==> config.mk <==
export PLATFORM = sky130hd
export DESIGN_NAME = lerr_regs
export DESIGN_NICKNAME = d
export VERILOG_FILES = /design/src/hw/lerr_pkg.sv /design/src/hw/lerr_regs.sv
export VERILOG_INCLUDE_DIRS = /design/src /design/src/hw
export SDC_FILE = /design/constraint.sdc
export NUM_CORES = 1
export LEC_CHECK = 0
export ABC_CLOCK_PERIOD_IN_PS = 4800
export BUFFER_PORTS_ARGS = -buffer_cell sky130_fd_sc_hd__clkbuf_2
export CAP_MARGIN = 30
export CORE_MARGIN = 4
export CORE_UTILIZATION = 30
export CTS_BUF_LIST = sky130_fd_sc_hd__clkbuf_4 sky130_fd_sc_hd__clkbuf_8
export DETAILED_ROUTE_END_ITERATION = 6
export PLACE_DENSITY = 0.58
export SLEW_MARGIN = 20
export SYNTH_ARGS = -nofsm -noshare
export SYNTH_HDL_FRONTEND = slang
export SYNTH_SLANG_ARGS = --single-unit
==> constraint.sdc <==
create_clock -name clk -period 4.8 [get_ports clk]
set_clock_uncertainty 0.15 [all_clocks]
set_input_delay 0.72 -clock clk [delete_from_list [all_inputs] [get_ports clk]]
set_output_delay 0.72 -clock clk [all_outputs]
set_load 0.005 [all_outputs]
==> src/hw/lerr_defines.svh <==
// link error routing register bank: offsets, field positions, reset values
// assumes inclusion by bare name from design files
`ifndef LERR_DEFINES_SVH
`define LERR_DEFINES_SVH
// register indices (printed offsets); byte address is four times the index
`define LERR_IDX_CAP 8'h52
`define LERR_IDX_SCRATCH 8'h54
`define LERR_IDX_ERRCTL 8'h56
`define LERR_IDX_MEMUP 8'h58
`define LERR_IDX_LINK0_ERR 8'h60
`define LERR_IDX_LINK1_ERR 8'h61
`define LERR_IDX_IRQ_STAT 8'h62
`define LERR_IDX_IRQ_MASK 8'h63
`define LERR_IDX_MODE 8'h64
// error routing field positions
`define LERR_B_SYS_NF 15
`define LERR_B_CRC_NF 14
`define LERR_B_RSP_NF 13
`define LERR_B_EOC_NF 12
`define LERR_B_OVF_NF 11
`define LERR_B_PROT_NF 10
`define LERR_B_RSP_ERR 9
`define LERR_B_CHAIN_FAIL 8
`define LERR_B_SYS_F 7
`define LERR_B_CRC_F 6
`define LERR_B_RSP_F 5
`define LERR_B_EOC_F 4
`define LERR_B_OVF_F 3
`define LERR_B_PROT_F 2
`define LERR_B_OVF_FLOOD 1
`define LERR_B_PROT_FLOOD 0
// link error register flag positions
`define LERR_B_L_EOC 6
`define LERR_B_L_OVF 5
`define LERR_B_L_PROT 4
// writable enables of the error routing register
`define LERR_ERRCTL_WMASK 16'h7c7f
// capability masks by core clock
`define LERR_CAP_100 16'h0007
`define LERR_CAP_133 16'h000f
`define LERR_CAP_200 16'h001f
`define LERR_SCRATCH_RST 16'h0000
`define LERR_AXI_OKAY 2'b00
`define LERR_AXI_SLVERR 2'b10
`endif

==> src/hw/lerr_pkg.sv <==
// link error routing package: operating modes and core clock classes
// assumes lerr_defines.svh carries all numbers
package lerr_pkg;
  typedef enum logic [1:0] {
    LERR_MODE_SINGLE = 2'b00,
    LERR_MODE_DUAL = 2'b01,
    LERR_MODE_REDUCED_SINGLE = 2'b11,
    LERR_MODE_REDUCED_DUAL = 2'b10
  } lerr_mode_t;
  typedef enum logic [1:0] {
    LERR_CORE_100 = 2'b00,
    LERR_CORE_133 = 2'b01,
    LERR_CORE_200 = 2'b10
  } lerr_core_t;
endpackage : lerr_pkg

==> src/hw/lerr_regs.sv <==
// link error routing register bank behind an axi4-lite slave
// assumes error event pulses come from logic on clk; strap pins are synchronised here
// Operation
// - link rate capability mask is sixteen read-only bits, one per encoding
// - mask is 0x0007, 0x000f or 0x001f for 100, 133, 200 MHz core
// - dual mode: each space's link-0 register; single mode: first space's link-1 register
// - in reduced modes capability registers read zero
// - sixteen-bit scratchpad resets to zero and steers nothing
// - system-error enables bits 15 and 7 hardwired to zero
// - bit 14 routes any crc error to the nonfatal interrupt
// - bit 13 routes the response error flag to the nonfatal interrupt
// - bits 12..10 route end-of-chain, overflow, protocol errors to nonfatal
// - bits 6..2 route crc, response, eoc, overflow, protocol to fatal
// - bits 1 and 0 flood sync on overflow or protocol error
// - response error flag set by event, cleared by read, kept over warm reset
// - chain fail set on flooding, cleared only by system, chain or warm reset
// - all enables reset to zero and clear on warm reset
// - upper memory base and limit bytes read zero
// - each link error register holds read-to-clear eoc, overflow, protocol flags
// - rate encodings 0000..0100 valid; mask bits index these encodings
`timescale 1ns/1ns
`default_nettype none
`include "lerr_defines.svh"
module lerr_regs
  import lerr_pkg::*;
#(
  parameter int ADDR_W = 12
)
(
  input wire logic clk,
  input wire logic sys_rst,
  input wire logic warm_rst,
  input wire logic chain_rst,
  input wire logic [1:0] core_clk_sel,
  input wire logic [1:0] mode_sel,
  input wire logic [1:0] crc_err,
  input wire logic rsp_err_evt,
  input wire logic [1:0] eoc_evt,
  input wire logic [1:0] ovf_evt,
  input wire logic [1:0] prot_evt,
  input wire logic sync_flood_seen,
  input wire logic [ADDR_W-1:0] s_axi_awaddr,
  input wire logic s_axi_awvalid,
  output logic s_axi_awready,
  input wire logic [31:0] s_axi_wdata,
  input wire logic [3:0] s_axi_wstrb,
  input wire logic s_axi_wvalid,
  output logic s_axi_wready,
  output logic [1:0] s_axi_bresp,
  output logic s_axi_bvalid,
  input wire logic s_axi_bready,
  input wire logic [ADDR_W-1:0] s_axi_araddr,
  input wire logic s_axi_arvalid,
  output logic s_axi_arready,
  output logic [31:0] s_axi_rdata,
  output logic [1:0] s_axi_rresp,
  output logic s_axi_rvalid,
  input wire logic s_axi_rready,
  output logic fatal_err_n,
  output logic nonfatal_err_n,
  output logic sync_flood,
  output logic irq
);
  if (ADDR_W < 10) $error("lerr_regs: ADDR_W must be at least 10");
  // strap synchronisers
  logic [1:0] core_s1, core_s2, mode_s1, mode_s2;
  lerr_mode_t mode;
  lerr_core_t core;
  always_ff @(posedge clk)
  begin
    core_s1 <= core_clk_sel;
    core_s2 <= core_s1;
    mode_s1 <= mode_sel;
    mode_s2 <= mode_s1;
  end
  assign mode = lerr_mode_t'(mode_s2);
  assign core = lerr_core_t'(core_s2);
  logic reduced;
  assign reduced = mode[1];
  // capability mask
  logic [15:0] cap_val;
  always_comb
  begin
    unique case (core)
      LERR_CORE_100: cap_val = `LERR_CAP_100;
      LERR_CORE_133: cap_val = `LERR_CAP_133;
      default: cap_val = `LERR_CAP_200;
    endcase
  end
  // axi write channel capture
  logic aw_held, w_held;
  logic [ADDR_W-1:0] aw_addr;
  logic [31:0] w_data;
  logic [3:0] w_strb;
  logic wr_go;
  assign wr_go = aw_held && w_held && !s_axi_bvalid;
  always_ff @(posedge clk)
  begin
    if (sys_rst)
    begin
      aw_held <= 1'b0;
      w_held <= 1'b0;
      aw_addr <= '0;
      w_data <= 32'h0;
      w_strb <= 4'h0;
    end
    else
    begin
      if (s_axi_awvalid && s_axi_awready)
      begin
        aw_held <= 1'b1;
        aw_addr <= s_axi_awaddr;
      end
      else if (wr_go)
        aw_held <= 1'b0;
      if (s_axi_wvalid && s_axi_wready)
      begin
        w_held <= 1'b1;
        w_data <= s_axi_wdata;
        w_strb <= s_axi_wstrb;
      end
      else if (wr_go)
        w_held <= 1'b0;
    end
  end
  always_ff @(posedge clk)
  begin
    if (sys_rst)
    begin
      s_axi_awready <= 1'b0;
      s_axi_wready <= 1'b0;
    end
    else
    begin
      s_axi_awready <= !aw_held && !(s_axi_awvalid && s_axi_awready);
      s_axi_wready <= !w_held && !(s_axi_wvalid && s_axi_wready);
    end
  end
  logic [7:0] wr_idx, rd_idx;
  logic wr_word_ok, rd_word_ok;
  assign wr_idx = aw_addr[9:2];
  assign rd_idx = s_axi_araddr[9:2];
  assign wr_word_ok = (aw_addr[ADDR_W-1:10] == '0);
  assign rd_word_ok = (s_axi_araddr[ADDR_W-1:10] == '0);
  logic [15:0] wmask16;
  assign wmask16 = {{8{w_strb[1]}}, {8{w_strb[0]}}};
  function automatic logic idx_mapped(input logic [7:0] idx);
    idx_mapped = idx == `LERR_IDX_CAP || idx == `LERR_IDX_SCRATCH ||
      idx == `LERR_IDX_ERRCTL || idx == `LERR_IDX_MEMUP ||
      idx == `LERR_IDX_LINK0_ERR || idx == `LERR_IDX_LINK1_ERR ||
      idx == `LERR_IDX_IRQ_STAT || idx == `LERR_IDX_IRQ_MASK ||
      idx == `LERR_IDX_MODE;
  endfunction : idx_mapped
  logic wr_scratch, wr_errctl, wr_stat, wr_mask;
  assign wr_scratch = wr_go && wr_word_ok && wr_idx == `LERR_IDX_SCRATCH && !reduced;
  assign wr_errctl = wr_go && wr_word_ok && wr_idx == `LERR_IDX_ERRCTL && !reduced;
  assign wr_stat = wr_go && wr_word_ok && wr_idx == `LERR_IDX_IRQ_STAT;
  assign wr_mask = wr_go && wr_word_ok && wr_idx == `LERR_IDX_IRQ_MASK;
  always_ff @(posedge clk)
  begin
    if (sys_rst)
    begin
      s_axi_bvalid <= 1'b0;
      s_axi_bresp <= `LERR_AXI_OKAY;
    end
    else if (wr_go)
    begin
      s_axi_bvalid <= 1'b1;
      s_axi_bresp <= (wr_word_ok && idx_mapped(wr_idx)) ? `LERR_AXI_OKAY : `LERR_AXI_SLVERR;
    end
    else if (s_axi_bready)
      s_axi_bvalid <= 1'b0;
  end
  // read channel: one cycle answer
  logic rd_go;
  assign rd_go = s_axi_arvalid && s_axi_arready;
  always_ff @(posedge clk)
  begin
    if (sys_rst)
      s_axi_arready <= 1'b0;
    else
      s_axi_arready <= !s_axi_rvalid && !rd_go;
  end
  // scratchpad
  logic [15:0] scratch;
  always_ff @(posedge clk)
  begin
    if (sys_rst || warm_rst)
      scratch <= `LERR_SCRATCH_RST;
    else if (wr_scratch)
      scratch <= (scratch & ~wmask16) | (w_data[15:0] & wmask16);
  end
  // routing enables, writable bits only
  logic [15:0] en;
  always_ff @(posedge clk)
  begin
    if (sys_rst || warm_rst)
      en <= 16'h0000;
    else if (wr_errctl)
      en <= (en & ~wmask16) | (w_data[15:0] & wmask16 & `LERR_ERRCTL_WMASK);
  end
  // read-to-clear side effects
  logic rd_errctl, rd_l0, rd_l1;
  assign rd_errctl = rd_go && rd_word_ok && rd_idx == `LERR_IDX_ERRCTL && !reduced;
  assign rd_l0 = rd_go && rd_word_ok && rd_idx == `LERR_IDX_LINK0_ERR;
  assign rd_l1 = rd_go && rd_word_ok && rd_idx == `LERR_IDX_LINK1_ERR;
  // response error flag survives warm reset; a new event wins over the read
  logic rsp_err;
  always_ff @(posedge clk)
  begin
    if (sys_rst)
      rsp_err <= 1'b0;
    else if (rsp_err_evt)
      rsp_err <= 1'b1;
    else if (rd_errctl)
      rsp_err <= 1'b0;
  end
  // link error flags {eoc, ovf, prot} per link, persistent through warm reset
  logic [1:0] l_eoc, l_ovf, l_prot;
  logic [1:0] rd_link;
  assign rd_link = {rd_l1, rd_l0};
  always_ff @(posedge clk)
  begin
    if (sys_rst)
    begin
      l_eoc <= 2'b00;
      l_ovf <= 2'b00;
      l_prot <= 2'b00;
    end
    else
    begin
      l_eoc <= eoc_evt | (l_eoc & ~rd_link);
      l_ovf <= ovf_evt | (l_ovf & ~rd_link);
      l_prot <= prot_evt | (l_prot & ~rd_link);
    end
  end
  // routing
  logic any_crc, any_eoc, any_ovf, any_prot;
  assign any_crc = |crc_err;
  assign any_eoc = |l_eoc;
  assign any_ovf = |l_ovf;
  assign any_prot = |l_prot;
  logic nf_src, f_src, flood_src;
  assign nf_src = (en[`LERR_B_CRC_NF] && any_crc)
    || (en[`LERR_B_RSP_NF] && rsp_err)
    || (en[`LERR_B_EOC_NF] && any_eoc) || (en[`LERR_B_OVF_NF] && any_ovf)
    || (en[`LERR_B_PROT_NF] && any_prot);
  assign f_src = (en[`LERR_B_CRC_F] && any_crc) || (en[`LERR_B_RSP_F] && rsp_err)
    || (en[`LERR_B_EOC_F] && any_eoc) || (en[`LERR_B_OVF_F] && any_ovf)
    || (en[`LERR_B_PROT_F] && any_prot);
  assign flood_src = (en[`LERR_B_OVF_FLOOD] && any_ovf)
    || (en[`LERR_B_PROT_FLOOD] && any_prot);
  always_ff @(posedge clk)
  begin
    if (sys_rst)
    begin
      fatal_err_n <= 1'b1;
      nonfatal_err_n <= 1'b1;
      sync_flood <= 1'b0;
    end
    else
    begin
      fatal_err_n <= !f_src;
      nonfatal_err_n <= !nf_src;
      sync_flood <= flood_src;
    end
  end
  // chain fail
  logic chain_fail;
  always_ff @(posedge clk)
  begin
    if (sys_rst || warm_rst || chain_rst)
      chain_fail <= 1'b0;
    else if (sync_flood_seen || flood_src)
      chain_fail <= 1'b1;
  end
  // interrupt status: bit0 fatal, bit1 nonfatal, bit2 flood, bit3 response error
  logic [3:0] ev, istat, imask, next_istat;
  assign ev = {rsp_err_evt, flood_src, nf_src, f_src};
  // a new event wins over the write-one-to-clear
  assign next_istat = ev | (istat & ~(wr_stat ? w_data[3:0] & {4{w_strb[0]}} : 4'h0));
  always_ff @(posedge clk)
  begin
    if (sys_rst)
      istat <= 4'h0;
    else
      istat <= next_istat;
  end
  always_ff @(posedge clk)
  begin
    if (sys_rst)
      imask <= 4'h0;
    else if (wr_mask && w_strb[0])
      imask <= w_data[3:0];
  end
  // a set mask bit keeps its status bit off the interrupt
  always_ff @(posedge clk)
  begin
    if (sys_rst)
      irq <= 1'b0;
    else
      irq <= |(next_istat & ~imask);
  end
  // read mux
  logic [15:0] errctl_rd, cap_rd;
  assign errctl_rd = (en & `LERR_ERRCTL_WMASK) | (16'(rsp_err) << `LERR_B_RSP_ERR)
    | (16'(chain_fail) << `LERR_B_CHAIN_FAIL);
  assign cap_rd = reduced ? 16'h0000 : cap_val;
  logic [15:0] rd_val;
  always_comb
  begin
    rd_val = 16'h0000;
    if (rd_word_ok)
    begin
      unique case (rd_idx)
        `LERR_IDX_CAP: rd_val = cap_rd;
        `LERR_IDX_SCRATCH: rd_val = reduced ? 16'h0000 : scratch;
        `LERR_IDX_ERRCTL: rd_val = reduced ? 16'h0000 : errctl_rd;
        `LERR_IDX_MEMUP: rd_val = 16'h0000;
        `LERR_IDX_LINK0_ERR: rd_val = {9'h0, l_eoc[0], l_ovf[0], l_prot[0], 4'h0};
        `LERR_IDX_LINK1_ERR: rd_val = {9'h0, l_eoc[1], l_ovf[1], l_prot[1], 4'h0};
        `LERR_IDX_IRQ_STAT: rd_val = {12'h0, istat};
        `LERR_IDX_IRQ_MASK: rd_val = {12'h0, imask};
        `LERR_IDX_MODE: rd_val = {12'h0, core_s2, mode_s2};
        default: rd_val = 16'h0000;
      endcase
    end
  end
  always_ff @(posedge clk)
  begin
    if (sys_rst)
    begin
      s_axi_rvalid <= 1'b0;
      s_axi_rdata <= 32'h0;
      s_axi_rresp <= `LERR_AXI_OKAY;
    end
    else if (rd_go)
    begin
      s_axi_rvalid <= 1'b1;
      s_axi_rdata <= {16'h0, rd_val};
      s_axi_rresp <= (rd_word_ok && idx_mapped(rd_idx)) ? `LERR_AXI_OKAY : `LERR_AXI_SLVERR;
    end
    else if (s_axi_rready)
      s_axi_rvalid <= 1'b0;
  end
  // assertions
  property p_cap_reduced;
    @(posedge clk) disable iff (sys_rst)
    (rd_go && rd_word_ok && rd_idx == `LERR_IDX_CAP && reduced) |=> s_axi_rdata == 32'h0;
  endproperty
  a_cap_reduced: assert property (p_cap_reduced) else $error("cap not zero in reduced mode");
  property p_cap_100;
    @(posedge clk) disable iff (sys_rst)
    (rd_go && rd_idx == `LERR_IDX_CAP && rd_word_ok && !reduced && core == LERR_CORE_100)
      |=> s_axi_rdata[15:0] == 16'h0007;
  endproperty
  a_cap_100: assert property (p_cap_100) else $error("cap mask wrong at 100 MHz");
  property p_sys_en_zero;
    @(posedge clk) disable iff (sys_rst)
    en[`LERR_B_SYS_NF] == 1'b0 && en[`LERR_B_SYS_F] == 1'b0;
  endproperty
  a_sys_en_zero: assert property (p_sys_en_zero) else $error("system enables not zero");
  property p_nonfatal;
    @(posedge clk) disable iff (sys_rst)
    (en[`LERR_B_RSP_NF] && rsp_err) |=> !nonfatal_err_n;
  endproperty
  a_nonfatal: assert property (p_nonfatal) else $error("nonfatal missing");
  property p_fatal;
    @(posedge clk) disable iff (sys_rst)
    (en[`LERR_B_OVF_F] && any_ovf) |=> !fatal_err_n;
  endproperty
  a_fatal: assert property (p_fatal) else $error("fatal missing");
  property p_flood;
    @(posedge clk) disable iff (sys_rst)
    (en[`LERR_B_PROT_FLOOD] && any_prot) |=> sync_flood ##1 chain_fail || $past(warm_rst);
  endproperty
  a_flood: assert property (p_flood) else $error("flood or chain fail missing");
  property p_rsp_keep;
    @(posedge clk) disable iff (sys_rst)
    (rsp_err && warm_rst && !rd_errctl) |=> rsp_err;
  endproperty
  a_rsp_keep: assert property (p_rsp_keep) else $error("response error lost on warm reset");
  property p_warm_en;
    @(posedge clk) disable iff (sys_rst)
    warm_rst |=> en == 16'h0 && !chain_fail;
  endproperty
  a_warm_en: assert property (p_warm_en) else $error("warm reset left enables");
  property p_memup;
    @(posedge clk) disable iff (sys_rst)
    (rd_go && rd_word_ok && rd_idx == `LERR_IDX_MEMUP) |=> s_axi_rdata == 32'h0;
  endproperty
  a_memup: assert property (p_memup) else $error("upper memory bytes not zero");
  c_nonfatal: cover property (@(posedge clk) disable iff (sys_rst) $fell(nonfatal_err_n));
  c_fatal: cover property (@(posedge clk) disable iff (sys_rst) $fell(fatal_err_n));
  c_flood: cover property (@(posedge clk) disable iff (sys_rst) $rose(sync_flood));
  c_rd_clear: cover property (@(posedge clk) disable iff (sys_rst) rsp_err && rd_errctl);
endmodule : lerr_regs
`default_nettype wire

==> results of run 1 <==
## metal layers
| layer | vias to the layer above | wire length, µm | track usage [%] |
|---|---|---|---|
| li1 | 1903 | - | - |
| met1 | 1724 | 5850 | 20.0 |
| met2 | 110 | 5000 | 20.4 |
| met3 | 9 | 750 | 3.54 |
| met4 | 0 | 97 | 3.93 |
| met5 | - | 0 | 0 |
## critical path: stages
cell and delay (ns):
clkbuf_2 0.24, nand4bb_1 0.25, a2111oi_0 0.59, o311a_1 0.34
nor2b_1 0.57, a32o_1 0.25
## stage by stage
| stage | setup slack [ns] | instance area, µm² |
|---|---|---|
| global route | 1.81 | 5270 |
| global placement | 1.78 | 5050 |
| CTS | 2.09 | 5270 |
| detailed placement | 1.70 | 5050 |
| finish | 2.01 | 5270 |
| floorplan | 2.23 | 4570 |
## cells by family after synthesis
family,after synthesis
multiplexers,36
buffers and inverters,54
AO/OA/AOI/OAI,114
AND/OR/NAND/NOR,191
flip-flops,109
other,1
## layout make-up
cell class	instances	area, µm²
clock buffer	11	151
clock inverter	5	67.6
fill	1526	9370
inverter	12	45.0
multi-input combinational	359	2110
sequential	109	2180
tap	184	230
timing repair buffer	94	485
## final timing paths
path / start / to / slack, ns / cells past startpoint
max: s_axi_araddr[4] / s_axi_rdata[15]$_SDFFE_PP0P_ / 2.01 / 6
min: core_s1[0]$_DFF_P_ / core[0]$_DFF_P_ / 0.19 / 0
max reg2reg: aw_addr[10]$_SDFFE_PP0P_ / flip-flop / 2.24 / 6
min reg2reg: core_s1[0]$_DFF_P_ / core[0]$_DFF_P_ / 0.19 / 0
## Yosys cell counts (all sizes together), types with 2 or more instances
cell type | number | area share [%]
or4 | 2 | 0.42
mux2 | 7 | 1.7
nor2b | 4 | 0.56
nand2 | 77 | 6.4
dfxtp | 109 | 48
nor2 | 48 | 4.2
a21oi | 51 | 5.7
or4b | 2 | 0.53
o211ai | 2 | 0.33
o21a | 2 | 0.33
nand3b | 2 | 0.33
nor3 | 11 | 1.2
o32ai | 2 | 0.39
a22o | 17 | 3.3
a222oi | 2 | 0.44
nor4 | 6 | 0.83
nand3 | 9 | 1.0
a21bo | 2 | 0.44
or2 | 5 | 0.69
buf | 21 | 3.4
inv | 12 | 1.0
a211oi | 3 | 0.50
mux2i | 29 | 6.4
nor3b | 3 | 0.50
a2111oi | 2 | 0.39
nand4bb | 3 | 0.75
or3 | 3 | 0.42
nand2b | 6 | 0.83
and2 | 4 | 0.56
clkbuf | 21 | 1.7
a32o | 4 | 0.89
o21ai | 17 | 1.9
## where the power goes
group / switching, mW / internal (mW) / total, mW
Combinational: 0.0676 / 0.0485 / 0.116
Clock: 0.314 / 0.276 / 0.591
Sequential: 0.0257 / 0.929 / 0.955
Total: 0.408 / 1.25 / 1.66
==> impl_metrics.csv, run 1 <==
group,metric,value,unit
grt,grt_util_all_layers,13.8,%
logic_synthesis,synth-compound-area-share,16.7,%
timing,fin_crit_sh,58.1,%
grt,grt_antenna_before_repair,0,
logic_synthesis,synth_async_sr_flop_share,0,%
floorplan,dieWidth,131,µm
cts,cts_resized,0,
logic_synthesis,seq_area_frac_synth,48.4,%
cts,clkLatencyLatePin,0.38,ns
logic_synthesis,synth_cell_types,54,
place,place_congestion,0.851,
logic_synthesis,syn_area,4510,µm²
logic_synthesis,syn_inst,505,
logic_synthesis,synthMuxAreaShare,8.19,%
power,p_per_area,315,nW/µm²
cts,htree_levels,3,
route,drt-pass1-iter-count,5,
place,dp_cells,757,
timing,min_period,2.79,ns
hold_path,min_path_type,"reg -> reg",
floorplan,dieArea,17000,µm²
grt,grt_max_degree,61,
final_layout,final_util,36.0,%
final_layout,finalNonFillerCells,774,
logic_synthesis,synth-adder-area-share,0,%
final_layout,final_cell_mix,"dfxtp_1, clkbuf_2, nand2_1",
logic_synthesis,syn_avg_cell_area,8.92,µm²
cts,cts_tree,"done",
final_layout,syn_to_final_growth,17.0,%
final_layout,fin_nets,668,
timing,rsz0062_at_grt,"no",
cts,clkTransAtPathRegs,0.10,ns
worst_setup_path,cp-end-kind,"flip-flop",
floorplan,ios,128,
power,p_leak,2.05,nW
logic_synthesis,synth_edf_count,0,
grt,grt_first_pass_wirelength,18400,µm
worst_setup_path,start_kind,"primary input",
final_layout,antenna_cells,0,
timing,tightest_slew,0.823,ns
timing,max_freq,359,MHz
timing,report.final.slew_viol_count,0,
timing,hold_ws,0.185,ns
power,ir_drop,115,µV
worst_setup_path,worstPathRequired,4.97,ns
flow_run,drv_cap,0,
grt,overflow,0,
logic_synthesis,yosys.area_share.simple,20.4,%
final_layout,drive_gt1_share,21.9,%
timing,slew_headroom,44.7,%
route,route.detailed.drc,0,
cts,clock_path_buffers,2,
route,wl,11700,µm
route,viasPerCell,4.84,
logic_synthesis,synth-xor-area-share,0,%
grt,grt_pass1_vias,3525,
final_layout,mostFrequentLayoutCell,"dfxtp_1",
route,antenna_left,0,
worst_setup_path,arrival,2.96,ns
logic_synthesis,synth_ff_type,"dfxtp_1",
logic_synthesis,synth_warnings,0,
floorplan,die_y,131,µm
floorplan,start_util,30.8,%
cts,cts.sinks,109,
cts,postCtsSetupBuffers,0,
place,port_buffers,87,
cts,cts_root_buf,"clkbuf_8",
timing,setup_viol,0,
logic_synthesis,ys_seq_elements,109,
route,num_vias,3746,
floorplan,rows,44,
logic_synthesis,synth_top_family_by_area,"simple AND/OR/NAND/NOR gates",
power,power.total,1.66,mW
run_status,status,"finished clean",
worst_setup_path,path_class,"in -> reg",
place,dpl.hpwl,8870,µm
route,routedWlPerCell,15.1,µm
route,drt_iter0_drc,173,
floorplan,core,14600,µm²
worst_setup_path,crit_fanout,12,
timing,tns,0,ns
cts,cts_made_buffers,9,
cts,hold_buffers,0,
timing,timing_hold_violations_final,0,
Note: power is estimated with default switching activity, not from simulation.
==> inputs of run 2 (changes only) <==
--- a/config.mk
+++ b/config.mk
@@ -6,14 +6,14 @@
 export SDC_FILE = /design/constraint.sdc
 export NUM_CORES = 1
 export LEC_CHECK = 0
-export ABC_CLOCK_PERIOD_IN_PS = 4800
+export ABC_CLOCK_PERIOD_IN_PS = 2300
 export BUFFER_PORTS_ARGS = -buffer_cell sky130_fd_sc_hd__clkbuf_2
 export CAP_MARGIN = 30
 export CORE_MARGIN = 4
 export CORE_UTILIZATION = 30
 export CTS_BUF_LIST = sky130_fd_sc_hd__clkbuf_4 sky130_fd_sc_hd__clkbuf_8
 export DETAILED_ROUTE_END_ITERATION = 6
-export PLACE_DENSITY = 0.58
+export PLACE_DENSITY = 0.6
 export SLEW_MARGIN = 20
 export SYNTH_ARGS = -nofsm -noshare
 export SYNTH_HDL_FRONTEND = slang
==> constraint.sdc (replaced) <==
create_clock -name clk -period 2.3 [get_ports clk]
set_clock_uncertainty 0.15 [all_clocks]
set_input_delay 0.345 -clock clk [delete_from_list [all_inputs] [get_ports clk]]
set_output_delay 0.345 -clock clk [all_outputs]
set_load 0.005 [all_outputs]
==> impl_metrics.csv, run 2 (synthesis results as in run 1) <==
group,metric,value,unit
floorplan,dieArea,17000,µm²
timing,min_period,2.45,ns
final_layout,final_area,5590,µm²
hold_path,min_path_type,"in -> reg",
worst_setup_path,cp_num_buf_inv,0,
place,dpl-instance-area,5250,µm²
final_layout,final_cell_mix,"dfxtp_1, clkbuf_2, nand2_1",
worst_setup_path,crit_chain,"or4b_4 > or4_4 > o221a_4 > a22o_1 > or3_1",
worst_setup_path,arrival,2.57,ns
final_layout,mostFrequentLayoutCell,"dfxtp_1",
floorplan,dieWidth,131,µm
timing,fin_crit_sh,106,%
worst_setup_path,start_kind,"flip-flop",
cts,clock_path_buffers,2,
worst_setup_path,crit_start,"aw_addr[4]$_SDFFE_PP0P_",
floorplan,rows,44,
worst_setup_path,reg2reg_from,"aw_addr[4]$_SDFFE_PP0P_",
final_layout,drive_gt1_share,27.2,%
timing,tightest_slew,0.613,ns
timing,setup_ws,-0.149,ns
route,viasPerCell,4.86,
cts,cts_tree,"done",
route,drt-pass1-iter-count,4,
timing,setup_viol,7,
final_layout,fill_cells,1510,
power,ir_drop,278,µV
timing,rsz0062_at_grt,"yes",
worst_setup_path,cpPeakStageDelay,0.57,ns
final_layout,fin_nets,700,
worst_setup_path,path_class,"reg -> reg",
place,dpl.hpwl,9250,µm
route,drt_iter0_drc,189,
place,port_buffers,87,
run_status,status,"finished with violations",
floorplan,start_util,30.8,%
worst_setup_path,worstPathRequired,2.42,ns
route,routedWlPerCell,15.0,µm
floorplan,core,14600,µm²
worst_setup_path,cp_top_family,"simple AND/OR/NAND/NOR gates",
grt,grt_pass1_vias,3822,
place,dp_slack,-0.253,ns
grt,grt_util_all_layers,14.1,%
run_status,violations,"negative setup slack",
timing,timing_hold_violations_final,0,
floorplan,ios,128,
cts,htree_levels,3,
final_layout,syn_to_final_growth,24.0,%
cts,clkTransAtPathRegs,0.10,ns
grt,overflow,0,
final_layout,antenna_cells,0,
worst_setup_path,crit_slowest_cell,"or4_4",
place,place_congestion,0.824,
grt,grt_max_degree,41,
timing,slew_headroom,59.1,%
route,route.detailed.drc,0,
floorplan,die_y,131,µm
hold_path,min_from,"s_axi_wdata[3]",
final_layout,final_util,38.2,%
cts,cts.sinks,109,
route,wl,12100,µm
route,antenna_left,0,
worst_setup_path,cp-end-kind,"flip-flop",
timing,max_freq,408,MHz
route,num_vias,3917,
cts,clkLatencyLatePin,0.39,ns
grt,grt_first_pass_wirelength,18900,µm
power,p_leak,2.21,nW
timing,hold_ws,0.0258,ns
worst_setup_path,crit_fanout,2,
grt,grt_antenna_before_repair,0,
cts,cts_root_buf,"clkbuf_8",
power,p_per_area,617,nW/µm²
cts,cts_made_buffers,9,
flow_run,drv_cap,0,
timing,report.final.slew_viol_count,0,
-- run 2: layer usage --
metal / track usage [%] / share of wire [%] / wire [µm] / vias to the layer above
met2: 21.5 / 45 / 5380 / 125
met3: 4.35 / 6.9 / 831 / 17
li1: - / - / - / 1966
met5: 0 / 0 / 0 / -
met1: 19.2 / 47 / 5650 / 1809
met4: 4.30 / 1.8 / 214 / 0
-- run 2: timing repair --
item,4_1_cts,5_1_grt
endpoints found under the setup margin,24,26
hold buffers,5,0
hold endpoints to repair,5,0
cloned,0,0
resized for setup,9,8
setup buffers,1,1
pin swaps,3,2
-- run 2: report_power, final --
part	internal [mW]	switching [mW]
Clock	0.526	0.654
Sequential	1.94	0.0494
Combinational	0.125	0.156
Total	2.59	0.859
-- run 2: worst paths after layout --
| path | depth (start not counted) | endpoint | slack [ns] |
|---|---|---|---|
| hold / removal | 3 | w_data[3]$_SDFFE_PP0P_ | 0.03 |
| setup / recovery | 5 | irq$_SDFF_PP0_ | -0.15 |
| setup reg to reg | 5 | irq$_SDFF_PP0_ | -0.15 |
| hold reg to reg | 0 | core[1]$_DFF_P_ | 0.19 |
-- run 2: area by class of cell --
class,count,area [µm²],share of cell area [%]
flip-flops and latches,109,2190,39.2
multi-input cells,359,2160,38.7
repair buffers,126,764,13.7
well taps,184,230,4.12
clock buffers,10,131,2.35
clock inverters,6,68.8,1.23
inverters,12,45.0,0.806
-- run 2: tightest hold or removal path: cells and delay by family --
| kind | cells | cell delay (ns) |
|---|---|---|
| AO/OA/AOI/OAI | 1 | 0.05 |
| buffers and inverters | 1 | 0.08 |
| AND/OR/NAND/NOR | 1 | 0.05 |
-- run 2: stage by stage --
step	TNS [ns]	cells	power, mW
2_1_floorplan	-0.962	522	2.19
3_3_place_gp	-3.80	783	2.29
3_5_place_dp	-4.32	783	2.30
4_1_cts	-1.17	805	3.49
5_1_grt	-1.73	806	3.61
6_report	-0.192	806	3.45
